<file path="src/tcc_pkg.sv">
// Package for the transmit and clock control register block.
// Assumes an 8-bit register reached by SPI opcode strobes decoded elsewhere.
package tcc_pkg;

  // ==========================================================================
  // Register field positions and reset values
  localparam int          TCC_BIT_SEND_GATE    = 7;
  localparam int          TCC_BIT_SINGLE_MSG   = 6;
  localparam int          TCC_BIT_NO_RETRY     = 5;
  localparam int          TCC_BIT_ID_FILTER    = 4;
  localparam int          TCC_BIT_XTAL_OFF     = 3;
  localparam int          TCC_BIT_SPARE        = 2;
  localparam int          TCC_DIV_LSB          = 0;
  localparam logic [7:0]  TCC_CTRL_RESET       = 8'h00;
  localparam logic [2:0]  TCC_MODE_RESET       = 3'h4;
  localparam int          TCC_MODE_INIT_BIT    = 2;
  localparam logic [2:0]  TCC_DIV_CNT_RESET    = 3'h0;

  // ==========================================================================
  // Packed register image.
  typedef struct packed {
    logic       send_gate;
    logic       single_message_send;
    logic       no_retry_mode;
    logic       id_filter_enable;
    logic       crystal_drive_disable;
    logic       spare;
    logic [1:0] clock_output_divider;
  } tcc_ctrl_t;

  // Handshake with the transmit engine.
  typedef struct packed {
    logic fifo_empty;   // Transmit FIFO holds no message.
    logic bus_free;     // Bus idle, a frame may start.
    logic tx_started;   // Pulse: frame start of field sent.
    logic tx_done_ok;   // Pulse: frame sent and acknowledged.
    logic tx_failed;    // Pulse: arbitration lost or error.
  } tcc_eng_status_t;

  typedef struct packed {
    logic load_next;    // Pulse: move next FIFO message and start.
    logic allow_retry;  // Engine may retransmit after a failure.
  } tcc_eng_cmd_t;

endpackage : tcc_pkg

</file>
<file path="src/tcc_clock_divider.sv">
// Clock output divider for the divided clock pin.
// Assumes the system clock is the source to be divided.
`timescale 1ns/1ns
module tcc_clock_divider (
  // Clock and reset
  input  wire logic       clock,
  input  wire logic       rst_b,
  // Divider select
  input  wire logic [1:0] div_sel,
  // Divided clock, registered except at divide by one, where the clock passes through
  output logic            divided_clock_pin
);
  import tcc_pkg::*;

  typedef struct packed {
    logic [2:0] cnt;
    logic       out;
  } tcc_div_state_t;

  tcc_div_state_t state_ff;
  tcc_div_state_t nxt_state;

  // ==========================================================================
  // Divide by one passes the clock level; divide by two toggles every cycle, longer ratios on count.
  always_comb begin
    nxt_state = state_ff;
    case (div_sel)
      2'h0: begin
        nxt_state.out = ~state_ff.out; // Register toggles each cycle, but the pin passes the clock itself.
        nxt_state.cnt = TCC_DIV_CNT_RESET;
      end
      2'h1: begin
        nxt_state.out = ~state_ff.out;
        nxt_state.cnt = TCC_DIV_CNT_RESET;
      end
      2'h2: begin
        nxt_state.cnt = state_ff.cnt + 3'h1;
        if (state_ff.cnt[0]) begin
          nxt_state.out = ~state_ff.out;
          nxt_state.cnt = TCC_DIV_CNT_RESET;
        end
      end
      default: begin
        nxt_state.cnt = state_ff.cnt + 3'h1;
        if (state_ff.cnt[1:0] == 2'h3) begin
          nxt_state.out = ~state_ff.out;
          nxt_state.cnt = TCC_DIV_CNT_RESET;
        end
      end
    endcase
  end

  always_ff @(posedge clock or negedge rst_b) begin
    if (!rst_b) begin
      state_ff <= '0;
    end else begin
      state_ff <= nxt_state;
    end
  end

  // Divide by one cannot come from a flip-flop; pass the clock through.
  assign divided_clock_pin = (div_sel == 2'h0) ? clock : state_ff.out;

endmodule : tcc_clock_divider

</file>
<file path="src/tcc_ctrl.sv">
// Transmit and clock control register with transmit gating logic.
// Assumes SPI opcode decode yields write and read strobes, and a transmit
// engine that reports frame start, success and failure as pulses.
`timescale 1ns/1ns

// What this block does
// - Send enable is register bit OR pin.
// - Enabled: send queued messages until FIFO empty.
// - Pin drop mid-frame: finish, then hold.
// - Single bit sends just one message.
// - Single bit self-clears on success, or on start in no-retry mode.
// - No-retry mode with single bit: one attempt, no retransmission.
// - Unsent message stays queued; host clears FIFO.
// - Filter bit enables identifier acceptance filtering.
// - Bit 3 shuts off crystal drive pin.
// - Divider codes give 1, 2, 4, 8.
// - Mode top bit set means initialization.
module tcc_ctrl (
  // Clock and reset
  input  wire logic                     clock,
  input  wire logic                     rst_b,
  // Register access from the SPI decoder
  input  wire logic                     ctrl_wr,
  input  wire logic [7:0]               ctrl_wdata,
  output logic [7:0]                    ctrl_rdata,
  // Operating mode select from the mode register
  input  wire logic [2:0]               operating_mode_select,
  // External send gate pin
  input  wire logic                     send_gate_pin,
  // Transmit engine handshake
  input  wire tcc_pkg::tcc_eng_status_t eng_status,
  output tcc_pkg::tcc_eng_cmd_t         eng_cmd,
  // Receive path and pins
  output logic                          id_filter_active,
  output logic                          crystal_drive_enable,
  output logic                          init_mode,
  output logic                          divided_clock_pin
);
  import tcc_pkg::*;

  typedef enum logic [1:0] {
    TCC_IDLE,
    TCC_WAIT_START,
    TCC_SENDING
  } tcc_tx_state_t;

  typedef struct packed {
    tcc_ctrl_t     ctrl;
    tcc_tx_state_t tx;
    logic          single_shot;  // Current frame was released by the single bit.
    logic          oneshot;      // Current frame must not be retried.
    logic          load_next;
    logic          allow_retry;
    logic          filt;
    logic          xtal_en;
    logic          init;
    logic [7:0]    rdata;
  } tcc_state_t;

  tcc_state_t state_ff;
  tcc_state_t nxt_state;
  logic       send_enable;
  logic       div_clk;

  // ==========================================================================
  // Effective send enable.
  // bit OR pin
  assign send_enable = state_ff.ctrl.send_gate | send_gate_pin;

  // ==========================================================================
  // Next-state logic. Hardware clears of the single bit are applied after the
  // host write, so an in-flight completion is never lost to a late write.
  always_comb begin
    nxt_state           = state_ff;
    nxt_state.load_next = 1'b0;
    if (ctrl_wr) begin
      nxt_state.ctrl = tcc_ctrl_t'(ctrl_wdata);
    end
    case (state_ff.tx)
      TCC_IDLE: begin
        if (!eng_status.fifo_empty && eng_status.bus_free) begin
          if (send_enable) begin
            nxt_state.load_next   = 1'b1;
            nxt_state.single_shot = 1'b0;
            nxt_state.oneshot     = 1'b0;
            nxt_state.allow_retry = 1'b1;
            nxt_state.tx          = TCC_WAIT_START;
          end else if (state_ff.ctrl.single_message_send) begin
            nxt_state.load_next   = 1'b1;
            nxt_state.single_shot = 1'b1;
            nxt_state.oneshot     = state_ff.ctrl.no_retry_mode;
            nxt_state.allow_retry = ~state_ff.ctrl.no_retry_mode;
            nxt_state.tx          = TCC_WAIT_START;
          end
        end
      end
      TCC_WAIT_START: begin
        if (eng_status.tx_started) begin
          nxt_state.tx = TCC_SENDING;
          if (state_ff.oneshot) begin
            nxt_state.ctrl.single_message_send = 1'b0;
          end
        end
      end
      default: begin
        // finish current frame, then recheck gate
        if (eng_status.tx_done_ok) begin
          nxt_state.tx = TCC_IDLE;
          if (state_ff.single_shot) begin
            nxt_state.ctrl.single_message_send = 1'b0;
          end
        end else if (eng_status.tx_failed) begin
          if (state_ff.oneshot) begin
            nxt_state.tx = TCC_IDLE;
          end else begin
            nxt_state.tx = TCC_WAIT_START;
          end
        end
      end
    endcase
    if (state_ff.tx == TCC_IDLE) begin
      nxt_state.allow_retry = nxt_state.tx != TCC_IDLE ? nxt_state.allow_retry : 1'b1;
    end
    nxt_state.filt    = nxt_state.ctrl.id_filter_enable;
    nxt_state.xtal_en = ~nxt_state.ctrl.crystal_drive_disable;
    nxt_state.init    = operating_mode_select[TCC_MODE_INIT_BIT];
    nxt_state.rdata   = nxt_state.ctrl;
  end

  // ==========================================================================
  // State register.
  always_ff @(posedge clock or negedge rst_b) begin
    if (!rst_b) begin
      state_ff.ctrl        <= tcc_ctrl_t'(TCC_CTRL_RESET);
      state_ff.tx          <= TCC_IDLE;
      state_ff.single_shot <= 1'b0;
      state_ff.oneshot     <= 1'b0;
      state_ff.load_next   <= 1'b0;
      state_ff.allow_retry <= 1'b1;
      state_ff.filt        <= 1'b0;
      state_ff.xtal_en     <= 1'b1;
      state_ff.init        <= TCC_MODE_RESET[TCC_MODE_INIT_BIT];
      state_ff.rdata       <= TCC_CTRL_RESET;
    end else begin
      state_ff <= nxt_state;
    end
  end

  // ==========================================================================
  // Divided clock output.
  tcc_clock_divider u_div (
    .clock             (clock),
    .rst_b             (rst_b),
    .div_sel           (state_ff.ctrl.clock_output_divider),
    .divided_clock_pin (div_clk)
  );

  assign ctrl_rdata            = state_ff.rdata;
  assign eng_cmd.load_next     = state_ff.load_next;
  assign eng_cmd.allow_retry   = state_ff.allow_retry;
  assign id_filter_active      = state_ff.filt;
  assign crystal_drive_enable  = state_ff.xtal_en;
  assign init_mode             = state_ff.init;
  // The divider output is a clock, not a state bit; it is passed straight out.
  assign divided_clock_pin     = div_clk;

endmodule : tcc_ctrl

</file>
<file path="config.mk">
export PLATFORM = sky130hd
export DESIGN_NAME = tcc_ctrl
export DESIGN_NICKNAME = d
export VERILOG_FILES = /design/src/tcc_pkg.sv /design/src/tcc_clock_divider.sv /design/src/tcc_ctrl.sv
export SDC_FILE = /design/constraint.sdc
export NUM_CORES = 1
export LEC_CHECK = 0
export BUFFER_PORTS_ARGS = -buffer_cell sky130_fd_sc_hd__buf_2
export CAP_MARGIN = 10
export CORE_ASPECT_RATIO = 0.9
export CORE_UTILIZATION = 50
export DETAILED_ROUTE_END_ITERATION = 16
export GPL_TIMING_DRIVEN = 1
export HOLD_SLACK_MARGIN = 0.1
export PLACE_DENSITY = 0.82
export SLEW_MARGIN = 40
export SYNTH_ARGS = -nofsm -noshare
export SYNTH_HDL_FRONTEND = slang
export SYNTH_SLANG_ARGS = --single-unit
</file>
<file path="constraint.sdc">
create_clock -name clock -period 1.7 [get_ports clock]
set_input_delay 0.17 -clock clock [delete_from_list [all_inputs] [get_ports clock]]
set_output_delay 0.17 -clock clock [all_outputs]
set_load 0.005 [all_outputs]
</file>
== After elaboration in Yosys (flattened, before gate mapping) ==
Index checks and enable logic that the tools add are counted.

* Bits in registers: 28

* Add/subtract/negate cells: 1
* Eq/ne operators: 5
* Mux-type cells: 21
* Bitwise logic cells: 4
* Reduce and logical (&&, ||, !) cells: 10

{| class="wikitable"
|+ Operators with widths
! kind !! count
|-
| 2-to-1 mux 6 bit || 3
|-
| 2-to-1 mux 1 bit || 8
|-
| 2-to-1 mux 2 bit || 4
|-
| 2-to-1 mux 4 bit || 2
|-
| 2-to-1 mux 8 bit || 1
|-
| case mux 4 bit (2 select lines) || 1
|-
| equality test 2 x 1 -> 1 bit (second input constant) || 2
|-
| equality test 2 bit (second input constant) || 2
|-
| zero test 2 bit || 2
|-
| case mux 2 bit (2 select lines) || 1
|-
| nonzero test 2 bit || 2
|-
| adder 3 x 1 -> 3 bit (second input constant) || 1
|-
| inverter 1 bit || 3
|-
| AND reduction 3 bit || 1
|-
| nonzero test 3 bit || 1
|-
| != test 2 x 1 -> 1 bit (second input constant) || 1
|-
| case mux 1 bit (2 select lines) || 1
|-
| AND reduction 2 bit || 1
|-
| OR reduction 2 bit || 1
|-
| logical AND 1 bit || 1
|-
| zero test 1 bit || 1
|-
| bitwise OR 1 bit || 1
|}

== Logic depth before layout (Yosys ltp) ==
Gate-level depths: netlist of run 1.

* Word-level depth: 8
* Gate-level depth with buffers: 4
* Mapped depth without buffers: 4

== Modules after synthesis ==
From an unflattened synthesis of run 1, not the netlist that was laid out.

* Cells, all modules: 71
* Area, all modules: 880.8 um2

{| class="wikitable"
|+ By module, submodules not included
! module !! instances !! cells an instance !! area an instance (um2) !! seq. area each (um2)
|-
| tcc_ctrl || 1 || 57 || 720.7 || 404.1
|-
| tcc_clock_divider || 1 || 14 || 160.2 || 75.1
|}

==> flow_summary.json, run 1 <==
{
  "outcome": "completed",
  "layout.nets": 137,
  "worstHoldPathType": "in2reg",
  "syn_area_um2": 875,
  "regToRegStartpoint": "state_ff[16]$_DFF_PN0_",
  "core_mm2": 0.00155,
  "finalSetupViolCount": 0,
  "grt_pass1_wl_um": 2930,
  "synthTopCellsByArea": "dfrtp_1 (46%), dfstp_2 (9.0%), mux2_2 (9.0%), buf_4 (8.6%), ha_1 (2.9%)",
  "worstPathRequired_ps": 1530,
  "skew_ps": 3.93,
  "rows": 13,
  "dieArea_mm2": 0.00192,
  "reg2regPathDepth": 3,
  "timing.slew.headroom_pct": 71.4,
  "multi_input_area_um2": 304,
  "routedWlPerCell_um": 13.3,
  "diodes": 0,
  "synth_warnings": 0,
  "dr_wl_met3_um": 141,
  "worst_pin_slew_ps": 425,
  "drt-initial-drc-count": 6,
  "vias_per_cell": 4.88,
  "synth.avg_cell_area_um2": 12.5,
  "cp_data_arrival_time_ps": 1460,
  "gp_congestion": 0.786,
  "drive_gt1_share_pct": 46.5,
  "worstSetupStartpointType": "clock port",
  "p_leak_nw": 0.586,
  "r2r_setup_slack_ps": 130,
  "die_w_um": 46.1,
  "yosys.area.top_type_share_pct": 45.8,
  "fin_setup_tns_ps": 0,
  "dpl.hpwl_um": 1100,
  "critical_path_class": "clk2out",
  "startpoint": "clock",
  "num-fill-cells": 109,
  "routed.top_layer": "met4",
  "cp_max_fo": 2,
  "num_vias": 664,
  "drt_pass1_iterations": 4,
  "reg2reg_to": "state_ff[16]$_DFF_PN0_",
  "die_y_um": 41.7,
  "floorplan.initialDensity_pct": 56.6,
  "cap_violations": 0,
  "p_total_mw": 1.24,
  "syn_to_final_growth_pct": 36.9,
  "ios": 34,
  "wl_met1_um": 784,
  "rsz0062_at_grt": "no",
  "peakVddDrop_v": 0.000732,
  "synth_largest_area_cell": "dfrtp_1",
  "route.met2.wl_um": 834,
  "grt_pass1_vias": 666,
  "io_buffer_count": 31,
  "route.antenna.remaining_nets": 0,
  "clk_pin_slew_ps": 100,
  "grt_max_degree": 20,
  "yosysSeqAreaShare_pct": 54.8,
  "cts_tree": "yes",
  "endpoint": "divided_clock_pin",
  "synth_nets": 92,
  "final-hold-violation-count": 0,
  "report.final.slew_viol_count": 0,
  "crit_path_end_kind": "primary output",
  "ys_ff_latch": 19,
  "syn_inst": 70,
  "yosysUniqueCellTypes": 27,
  "regArea_um2": 483,
  "grt_usage_pct": 23.8,
  "wirelength_um": 1810,
  "antenna_found_initial": 0,
  "clock_latency_ps": 410,
  "power_density_mw_per_mm2": 1030,
  "route.detailed.drc": 0,
  "overflow": 0
}
==> flip-flops by register name (all words and copies together) (netlist names) <==
signal	count
crystal_drive_enable	1
ctrl_rdata	7
eng_cmd	2
init_mode	1
state_ff	5
u_div.state_ff	3
==> synthesized netlist by cell type (all sizes together) <==
| master | instances |
|---|---|
| o211a | 1 |
| a31oi | 1 |
| inv | 3 |
| o21a | 1 |
| dfrtp | 16 |
| and2 | 1 |
| buf | 11 |
| o211ai | 1 |
| o21ai | 2 |
| and3 | 1 |
| nor3b | 1 |
| mux2i | 2 |
| dfstp | 3 |
| o31ai | 1 |
| nand2b | 1 |
| xor2 | 1 |
| or2b | 1 |
| nor2 | 4 |
| o221ai | 1 |
| a311oi | 1 |
| nor4b | 1 |
| nand2 | 4 |
| ha | 2 |
| o22ai | 1 |
| a32o | 1 |
| mux2 | 7 |
==> logic make-up after synthesis <==
kind of cell / share of synthesized area [%]
muxes: 11.3
adders and majority gates: 2.86
xor gates and xnor gates: 1.00
and+or+nand+nor: 10.2
DFF: 54.8
buffers and inverters: 10.4
AOI/OAI and AO/OA: 9.44
==> per-layer routing <==
layer / up-vias / GRT usage (%)
li1: 323 / -
met1: 298 / 25.2
met2: 37 / 34.6
met3: 6 / 13.9
met4: 0 / 15.9
met5: - / 0
==> cell usage in the layout, fill, tap and decap left out, types with 2 or more instances in the layout <==
cell | netlist | final
mux2i_1 | 2 | 2
nor2_1 | 4 | 4
clkbuf_4 | 0 | 6
dlygate4sd3_1 | 0 | 16
inv_1 | 3 | 3
dfstp_2 | 3 | 3
dfrtp_2 | 0 | 3
nand2_1 | 4 | 4
buf_2 | 1 | 31
mux2_2 | 7 | 7
dfrtp_1 | 16 | 13
o21ai_0 | 2 | 2
ha_1 | 2 | 2
==> final cells by class <==
cell class              instances  share of cell area [%]
flip-flops and latches         19                    40.3
repair buffers                 47                    26.5
multi-input cells              37                    25.4
clock buffers                   8                    4.49
well taps                      22                    2.30
inverters                       3                   0.940
==> metrics by stage <==
step	hold slack [ps]	util [%]	setup slack (ps)	instance area (um2)	cells
3_5_place_dp	123	63.2	324	977	112
3_3_place_gp	119	63.2	324	977	112
6_report	120	77.5	71.3	1200	136
5_1_grt	117	77.5	11.3	1200	136
2_1_floorplan	-126	-	425	875	70
4_1_cts	119	76.8	63.8	1190	135
==> power by group <==
group          leakage, nW  switching (mW)  internal (mW)
Clock               0.0364           0.177          0.193
Combinational        0.325           0.103          0.153
Sequential           0.225          0.0775          0.537
==> critical path, cell delays in order <==
cell and delay [ps]:
clkbuf_4 110, clkbuf_4 120, mux2_2 250, buf_2 130
==> worst min-delay path by stage <==
| stage | startpoint | slack (ps) | cells after the start | to |
|---|---|---|---|---|
| 2_1_floorplan | rst_b | -130 | 0 | ctrl_rdata[0]$_DFFE_PN0P_ |
| 3_3_place_gp | rst_b | 120 | 1 | eng_cmd[1]$_DFF_PN0_ |
| 3_5_place_dp | rst_b | 120 | 1 | ctrl_rdata[3]$_DFF_PN0_ |
| 4_1_cts | eng_status[4] | 120 | 4 | state_ff[14]$_DFFE_PN0P_ |
| 5_1_grt | eng_status[4] | 120 | 4 | eng_cmd[1]$_DFF_PN0_ |
| 6_report | eng_status[4] | 120 | 4 | state_ff[14]$_DFFE_PN0P_ |
==> timing repair <==
item                                   4_1_cts  5_1_grt
hold buffers                                16        0
resized for setup                            0        3
setup buffers                                0        1
endpoints found under the hold margin       33        0
setup endpoints to repair                    0        2
No activity file was read; power rests on OpenSTA's default activity.
==> inputs of run 2 (changes only) <==
Settings changed: SYNTH_HIERARCHICAL from default to 1.
==> run 2 against run 1 <==
Non-clock buffer count down 1. Sequential cell count is the same. Clock skew up 1.4 ps. Highest routed layer unchanged. Clock power hardly changed. Design area is 0.21% higher. Hold slack improved by 26 ps. First-iteration DRC count up 100%. Die area grew 0.69%. Power up 2.5%.
==> flow_summary.json, run 2 <==
{
  "outcome": "completed",
  "swShare_pct": 29.4,
  "cp_data_arrival_time_ps": 1470,
  "core_mm2": 0.00166,
  "synthTopCellsByArea": "dfrtp_1 (45%), dfstp_2 (8.9%), buf_4 (8.5%), mux2_1 (7.7%), ha_1 (2.8%)",
  "crit_path_top_delay_cell": "mux2_2",
  "synth-compound-area-share_pct": 7.39,
  "min_from": "eng_status[3]",
  "final-hold-violation-count": 0,
  "min_to": "eng_cmd[1]$_DFF_PN0_",
  "die_w_um": 46.2,
  "drt_pass1_iterations": 4,
  "synth_ff_type": "dfrtp_1",
  "whs_ps": 146,
  "floorplan.initialDensity_pct": 52.9,
  "synth_warnings": 6,
  "ios": 34,
  "worstSetupStartpointType": "clock port",
  "largest_reg_flops": 7,
  "holdPathStages": 3,
  "place_area_um2": 986,
  "rsz0062_at_grt": "no",
  "vias_per_cell": 5.09,
  "r2r_setup_slack_ps": 170,
  "yosys-top-cells-count": "dfrtp_1 (16), buf_4 (10), mux2_1 (6)",
  "overflow": 0,
  "routedWlPerCell_um": 12.5,
  "drive_gt1_share_pct": 40.4,
  "skew_ps": 5.35,
  "syn_area_um2": 881,
  "worstHoldPathType": "in2reg",
  "worst-path-buf-inv": 3,
  "route.antenna.remaining_nets": 0,
  "p_leak_nw": 0.583,
  "route.detailed.drc": 0,
  "p_total_mw": 1.27,
  "rows": 14,
  "layout_common_cells": "buf_2 (31), dlygate4sd3_1 (16), dfrtp_1 (14), mux2_1 (6), clkbuf_4 (6)",
  "final_common_cell": "buf_2",
  "cp_max_fo": 2,
  "syn_to_final_growth_pct": 36.2,
  "clock_latency_ps": 400,
  "num-fill-cells": 129,
  "fin_setup_tns_ps": 0,
  "fin_area_mm2": 0.00120,
  "yosysMostFrequentCell": "dfrtp_1",
  "clk_pin_slew_ps": 110,
  "synth_top_family_by_area": "simple AND/OR/NAND/NOR gates",
  "cts_tree": "yes",
  "ys_ff_latch": 19,
  "peakVddDrop_v": 0.000593,
  "multi_input_area_um2": 317,
  "grt_pass1_wl_um": 2830,
  "yosys.area.top_type_share_pct": 45.5,
  "reg2reg_to": "ctrl_rdata[6]$_DFF_PN0_",
  "critical_path_class": "clk2out",
  "reg2regPathDepth": 4,
  "yosysSeqAreaShare_pct": 54.4,
  "fin_cells": 138,
  "internal_power_mw": 0.897,
  "grt_pass1_vias": 711,
  "io_buffer_count": 31,
  "crit_chain": "clkbuf_4, clkbuf_4, mux2_2, buf_2",
  "grt_max_degree": 20,
  "critical_path.top_delay_family": "buffers and inverters",
  "regToRegStartpoint": "state_ff[15]$_DFF_PN0_",
  "timing.slew.headroom_pct": 73.4,
  "critical-path-max-stage-delay_ps": 250,
  "async_reset_ff_share_pct": 100,
  "wirelength_um": 1720,
  "regArea_um2": 482,
  "cp.depth": 4,
  "drt-initial-drc-count": 12,
  "synth-edff-count": 0,
  "die_y_um": 41.8,
  "synth.avg_cell_area_um2": 12.4,
  "synth-simple-area-share_pct": 13.2,
  "pwr-share-comb_pct": 20.8,
  "synthXorXnorAreaFrac_pct": 0.994,
  "layout.nets": 137,
  "dpl.hpwl_um": 1080,
  "antenna_found_initial": 0,
  "muxShareOfSynthArea_pct": 11.2,
  "power_density_mw_per_mm2": 1060,
  "crit_top_cell": "clkbuf_4",
  "worst_pin_slew_ps": 400,
  "diodes": 0,
  "num_vias": 702,
  "dp.cells": 115,
  "yosysUniqueCellTypes": 28,
  "worstPathRequired_ps": 1530,
  "gp_congestion": 0.786,
  "synthAdderAreaFrac_pct": 2.84,
  "report.final.slew_viol_count": 0,
  "finalSetupViolCount": 0,
  "grt_usage_pct": 21.9,
  "crit_path_end_kind": "primary output",
  "syn_inst": 71,
  "seqPwrFrac_pct": 50.2,
  "dieArea_mm2": 0.00193,
  "cap_violations": 0,
  "p_sw_mw": 0.373,
  "synth_largest_area_cell": "dfrtp_1",
  "pwr-share-clk_pct": 29.0,
  "synth_nets": 93
}
## run 2: changes by cell type after synthesis, moves of 2 or more
cell     previous run  this run
a21oi_1             0         2
mux2_1              0         6
mux2_2              7         1
o21ai_0             2         0
## run 2: final cells by class
cell class	count	share of cell area [%]
Inverter	2	0.626
Multi-Input combinational cell	39	26.4
Tap cell	24	2.50
Sequential cell	19	40.1
Clock buffer	8	4.48
Timing Repair Buffer	46	25.9
## run 2: timing repair
action                                  4_1_cts  5_1_grt
buffers inserted                              0        0
endpoints found under the setup margin        0        1
resized for setup                             0        3
hold buffers                                 16        0
hold endpoints to repair                     33        0
## run 2: kinds of logic after synthesis
kind of cell,count (synthesis)
flops,19
xor+xnor,1
compound gates,9
simple gates,18
fa+ha+maj,2
buf+inv,13
mux,9
## run 2: tightest hold or removal path, cell delays in order
cell and delay [ps]:
buf_2 90, nor4b_4 140, o21a_1 110
## run 2: per-stage QoR
step	util [%]	setup slack (ps)
floorplan	-	425
global placement	59.2	324
detailed placement	59.2	324
CTS	71.8	38.2
global route	72.1	13.4
finish	72.1	58.7
## run 2: power groups by stage
stage	Sequential [mW]	Clock (mW)	Combinational, mW
final	0.638	0.369	0.264
after global placement	0.636	0.0321	0.207
after global routing	0.652	0.400	0.291
after detailed placement	0.642	0.0321	0.217
after floorplan	0.624	0.0193	0.173
after CTS	0.633	0.380	0.263
## run 2: worst max-delay path by stage
| stage | start | endpoint | slack (ps) |
|---|---|---|---|
| detailed placement | clock | divided_clock_pin | 320 |
| floorplan | clock | divided_clock_pin | 430 |
| finish | clock | divided_clock_pin | 60 |
| global placement | clock | divided_clock_pin | 320 |
| global route | ctrl_rdata[1]$_DFFE_PN0P_ | divided_clock_pin | 10 |
| CTS | ctrl_rdata[0]$_DFFE_PN0P_ | divided_clock_pin | 40 |
## run 2: per-layer routing
metal / routed length, um / vias up / GRT usage [%] / share of wire (%)
met5: 0 / - / 0 / 0
met4: 60 / 0 / 21.2 / 3.5
met3: 109 / 8 / 7.39 / 6.3
met2: 851 / 36 / 31.3 / 50
met1: 697 / 335 / 24.3 / 41
li1: - / 323 / - / -
==> inputs of run 3 (changes only) <==
Settings changed: CORE_ASPECT_RATIO 0.9 to default.
==> run 3 against run 2 <==
Register-to-register slack hardly changed. Clock power down 5.7%. Design area fell by 0.94%.
==> flow_summary.json, run 3 (synthesis results as in run 2) <==
{
  "outcome": "completed",
  "final-hold-violation-count": 0,
  "route.detailed.drc": 0,
  "dieArea_mm2": 0.00193,
  "worstSetupStartpointType": "clock port",
  "routedWlPerCell_um": 13.5,
  "worstHoldPathType": "in2reg",
  "overflow": 0,
  "cp_max_fo": 2,
  "clock_latency_ps": 400,
  "drive_gt1_share_pct": 40.4,
  "floorplan.initialDensity_pct": 55.9,
  "drt_pass1_iterations": 6,
  "crit_path_end_kind": "primary output",
  "layout.nets": 137,
  "cap_violations": 0,
  "num-fill-cells": 109,
  "finalSetupViolCount": 0,
  "core_mm2": 0.00158,
  "syn_to_final_growth_pct": 34.9,
  "rows": 14,
  "critical_path_class": "clk2out",
  "grt_pass1_wl_um": 2700,
  "timing.slew.headroom_pct": 73.1,
  "worstPathRequired_ps": 1530,
  "crit_path_top_delay_cell": "mux2_2",
  "final_common_cell": "buf_2",
  "crit_top_cell": "clkbuf_4",
  "io_buffer_count": 31,
  "power_density_mw_per_mm2": 1060,
  "cp_data_arrival_time_ps": 1440,
  "holdPathStages": 3,
  "multi_input_area_um2": 314,
  "cts_tree": "yes",
  "gp_congestion": 0.783,
  "layout_common_cells": "buf_2 (31), dlygate4sd3_1 (16), dfrtp_1 (14), mux2_1 (6), clkbuf_4 (6)",
  "grt.met2_usage_pct": 36.1,
  "grt_usage_pct": 21.1,
  "met3_usage_pct": 7.50,
  "skew_ps": 4.16,
  "regArea_um2": 482,
  "drt-initial-drc-count": 25,
  "p_leak_nw": 0.585,
  "route.antenna.remaining_nets": 0,
  "fin_setup_tns_ps": 0,
  "grt_use_met1_pct": 20.8,
  "largest_reg_flops": 7,
  "busiest_layer": "met2",
  "num_vias": 694,
  "reg2regPathDepth": 4,
  "final_util_pct": 75.4,
  "crit_chain": "clkbuf_4, clkbuf_4, mux2_2, buf_2",
  "clk_pin_slew_ps": 100,
  "grt_max_degree": 20,
  "report.final.slew_viol_count": 0,
  "diodes": 0,
  "die_w_um": 44.0,
  "antenna_found_initial": 0,
  "worst_pin_slew_ps": 404,
  "grt_pass1_vias": 693,
  "rsz0062_at_grt": "no",
  "ios": 34,
  "post_cts_buffers": 0,
  "dpl.hpwl_um": 1050,
  "wirelength_um": 1760,
  "vias_per_cell": 5.34,
  "peakVddDrop_v": 0.000537,
  "whs_ps": 157,
  "die_y_um": 44.0,
  "critical-path-max-stage-delay_ps": 250
}
[run 3: cell count changes in the layout (fill, tap and decap cells not counted), sizes merged]
cell / before / now
clkinv: 0 / 1
clkbuf: 7 / 6
[run 3: power by group]
group	total, mW	internal (mW)	switching, mW	leakage (nW)
Clock	0.348	0.188	0.160	0.0392
Sequential	0.642	0.548	0.0941	0.226
Combinational	0.266	0.157	0.109	0.321
Total	1.26	0.892	0.364	0.585
[run 3: critical path, delay by kind of cell]
family,cells,cell delay (ps)
buffers and inverters,3,350
muxes,1,250
[run 3: final cells by class]
type / count / area share (%)
sequential: 19 / 40.5
clock inverter: 1 / 0.421
timing repair buffer: 46 / 26.1
multi-input combinational: 39 / 26.4
clock buffer: 7 / 4.21
inverter: 2 / 0.632
tap: 16 / 1.68
[run 3: final timing paths]
| check | slack, ps | startpoint | to |
|---|---|---|---|
| worst max-delay path | 90 | clock | divided_clock_pin |
| worst min-delay path | 160 | eng_status[3] | state_ff[14]$_DFFE_PN0P_ |
| worst max register to register | 170 | state_ff[15]$_DFF_PN0_ | ctrl_rdata[6]$_DFF_PN0_ |
| worst min register to register | 460 | ctrl_rdata[3]$_DFF_PN0_ | crystal_drive_enable$_DFF_PN1_ |
| max in group asynchronous | 1160 | rst_b | eng_cmd[0]$_DFF_PN1_ |
| min in group asynchronous | 220 | rst_b | ctrl_rdata[3]$_DFF_PN0_ |
[run 3: per-stage QoR]
stage	cell area, um2	power [mW]	setup WS (ps)	std cells
4_1_cts	1180	1.25	77.4	129
3_5_place_dp	976	0.894	324	107
3_3_place_gp	976	0.875	324	107
2_1_floorplan	881	0.816	425	71
5_1_grt	1190	1.35	9.82	130
6_report	1190	1.26	85.9	130
[run 3: per-layer routing]
layer	routed length (um)	part of all wire [%]
met2	977	55
met3	79	4.5
met1	689	39
met5	0	0
met4	15	0.85
[run 3: repair_timing]
item | in CTS | in global routing
resized for setup | 0 | 2
endpoints found under the hold margin | 32 | 1
setup endpoints to repair | 0 | 2
hold buffers | 15 | 1
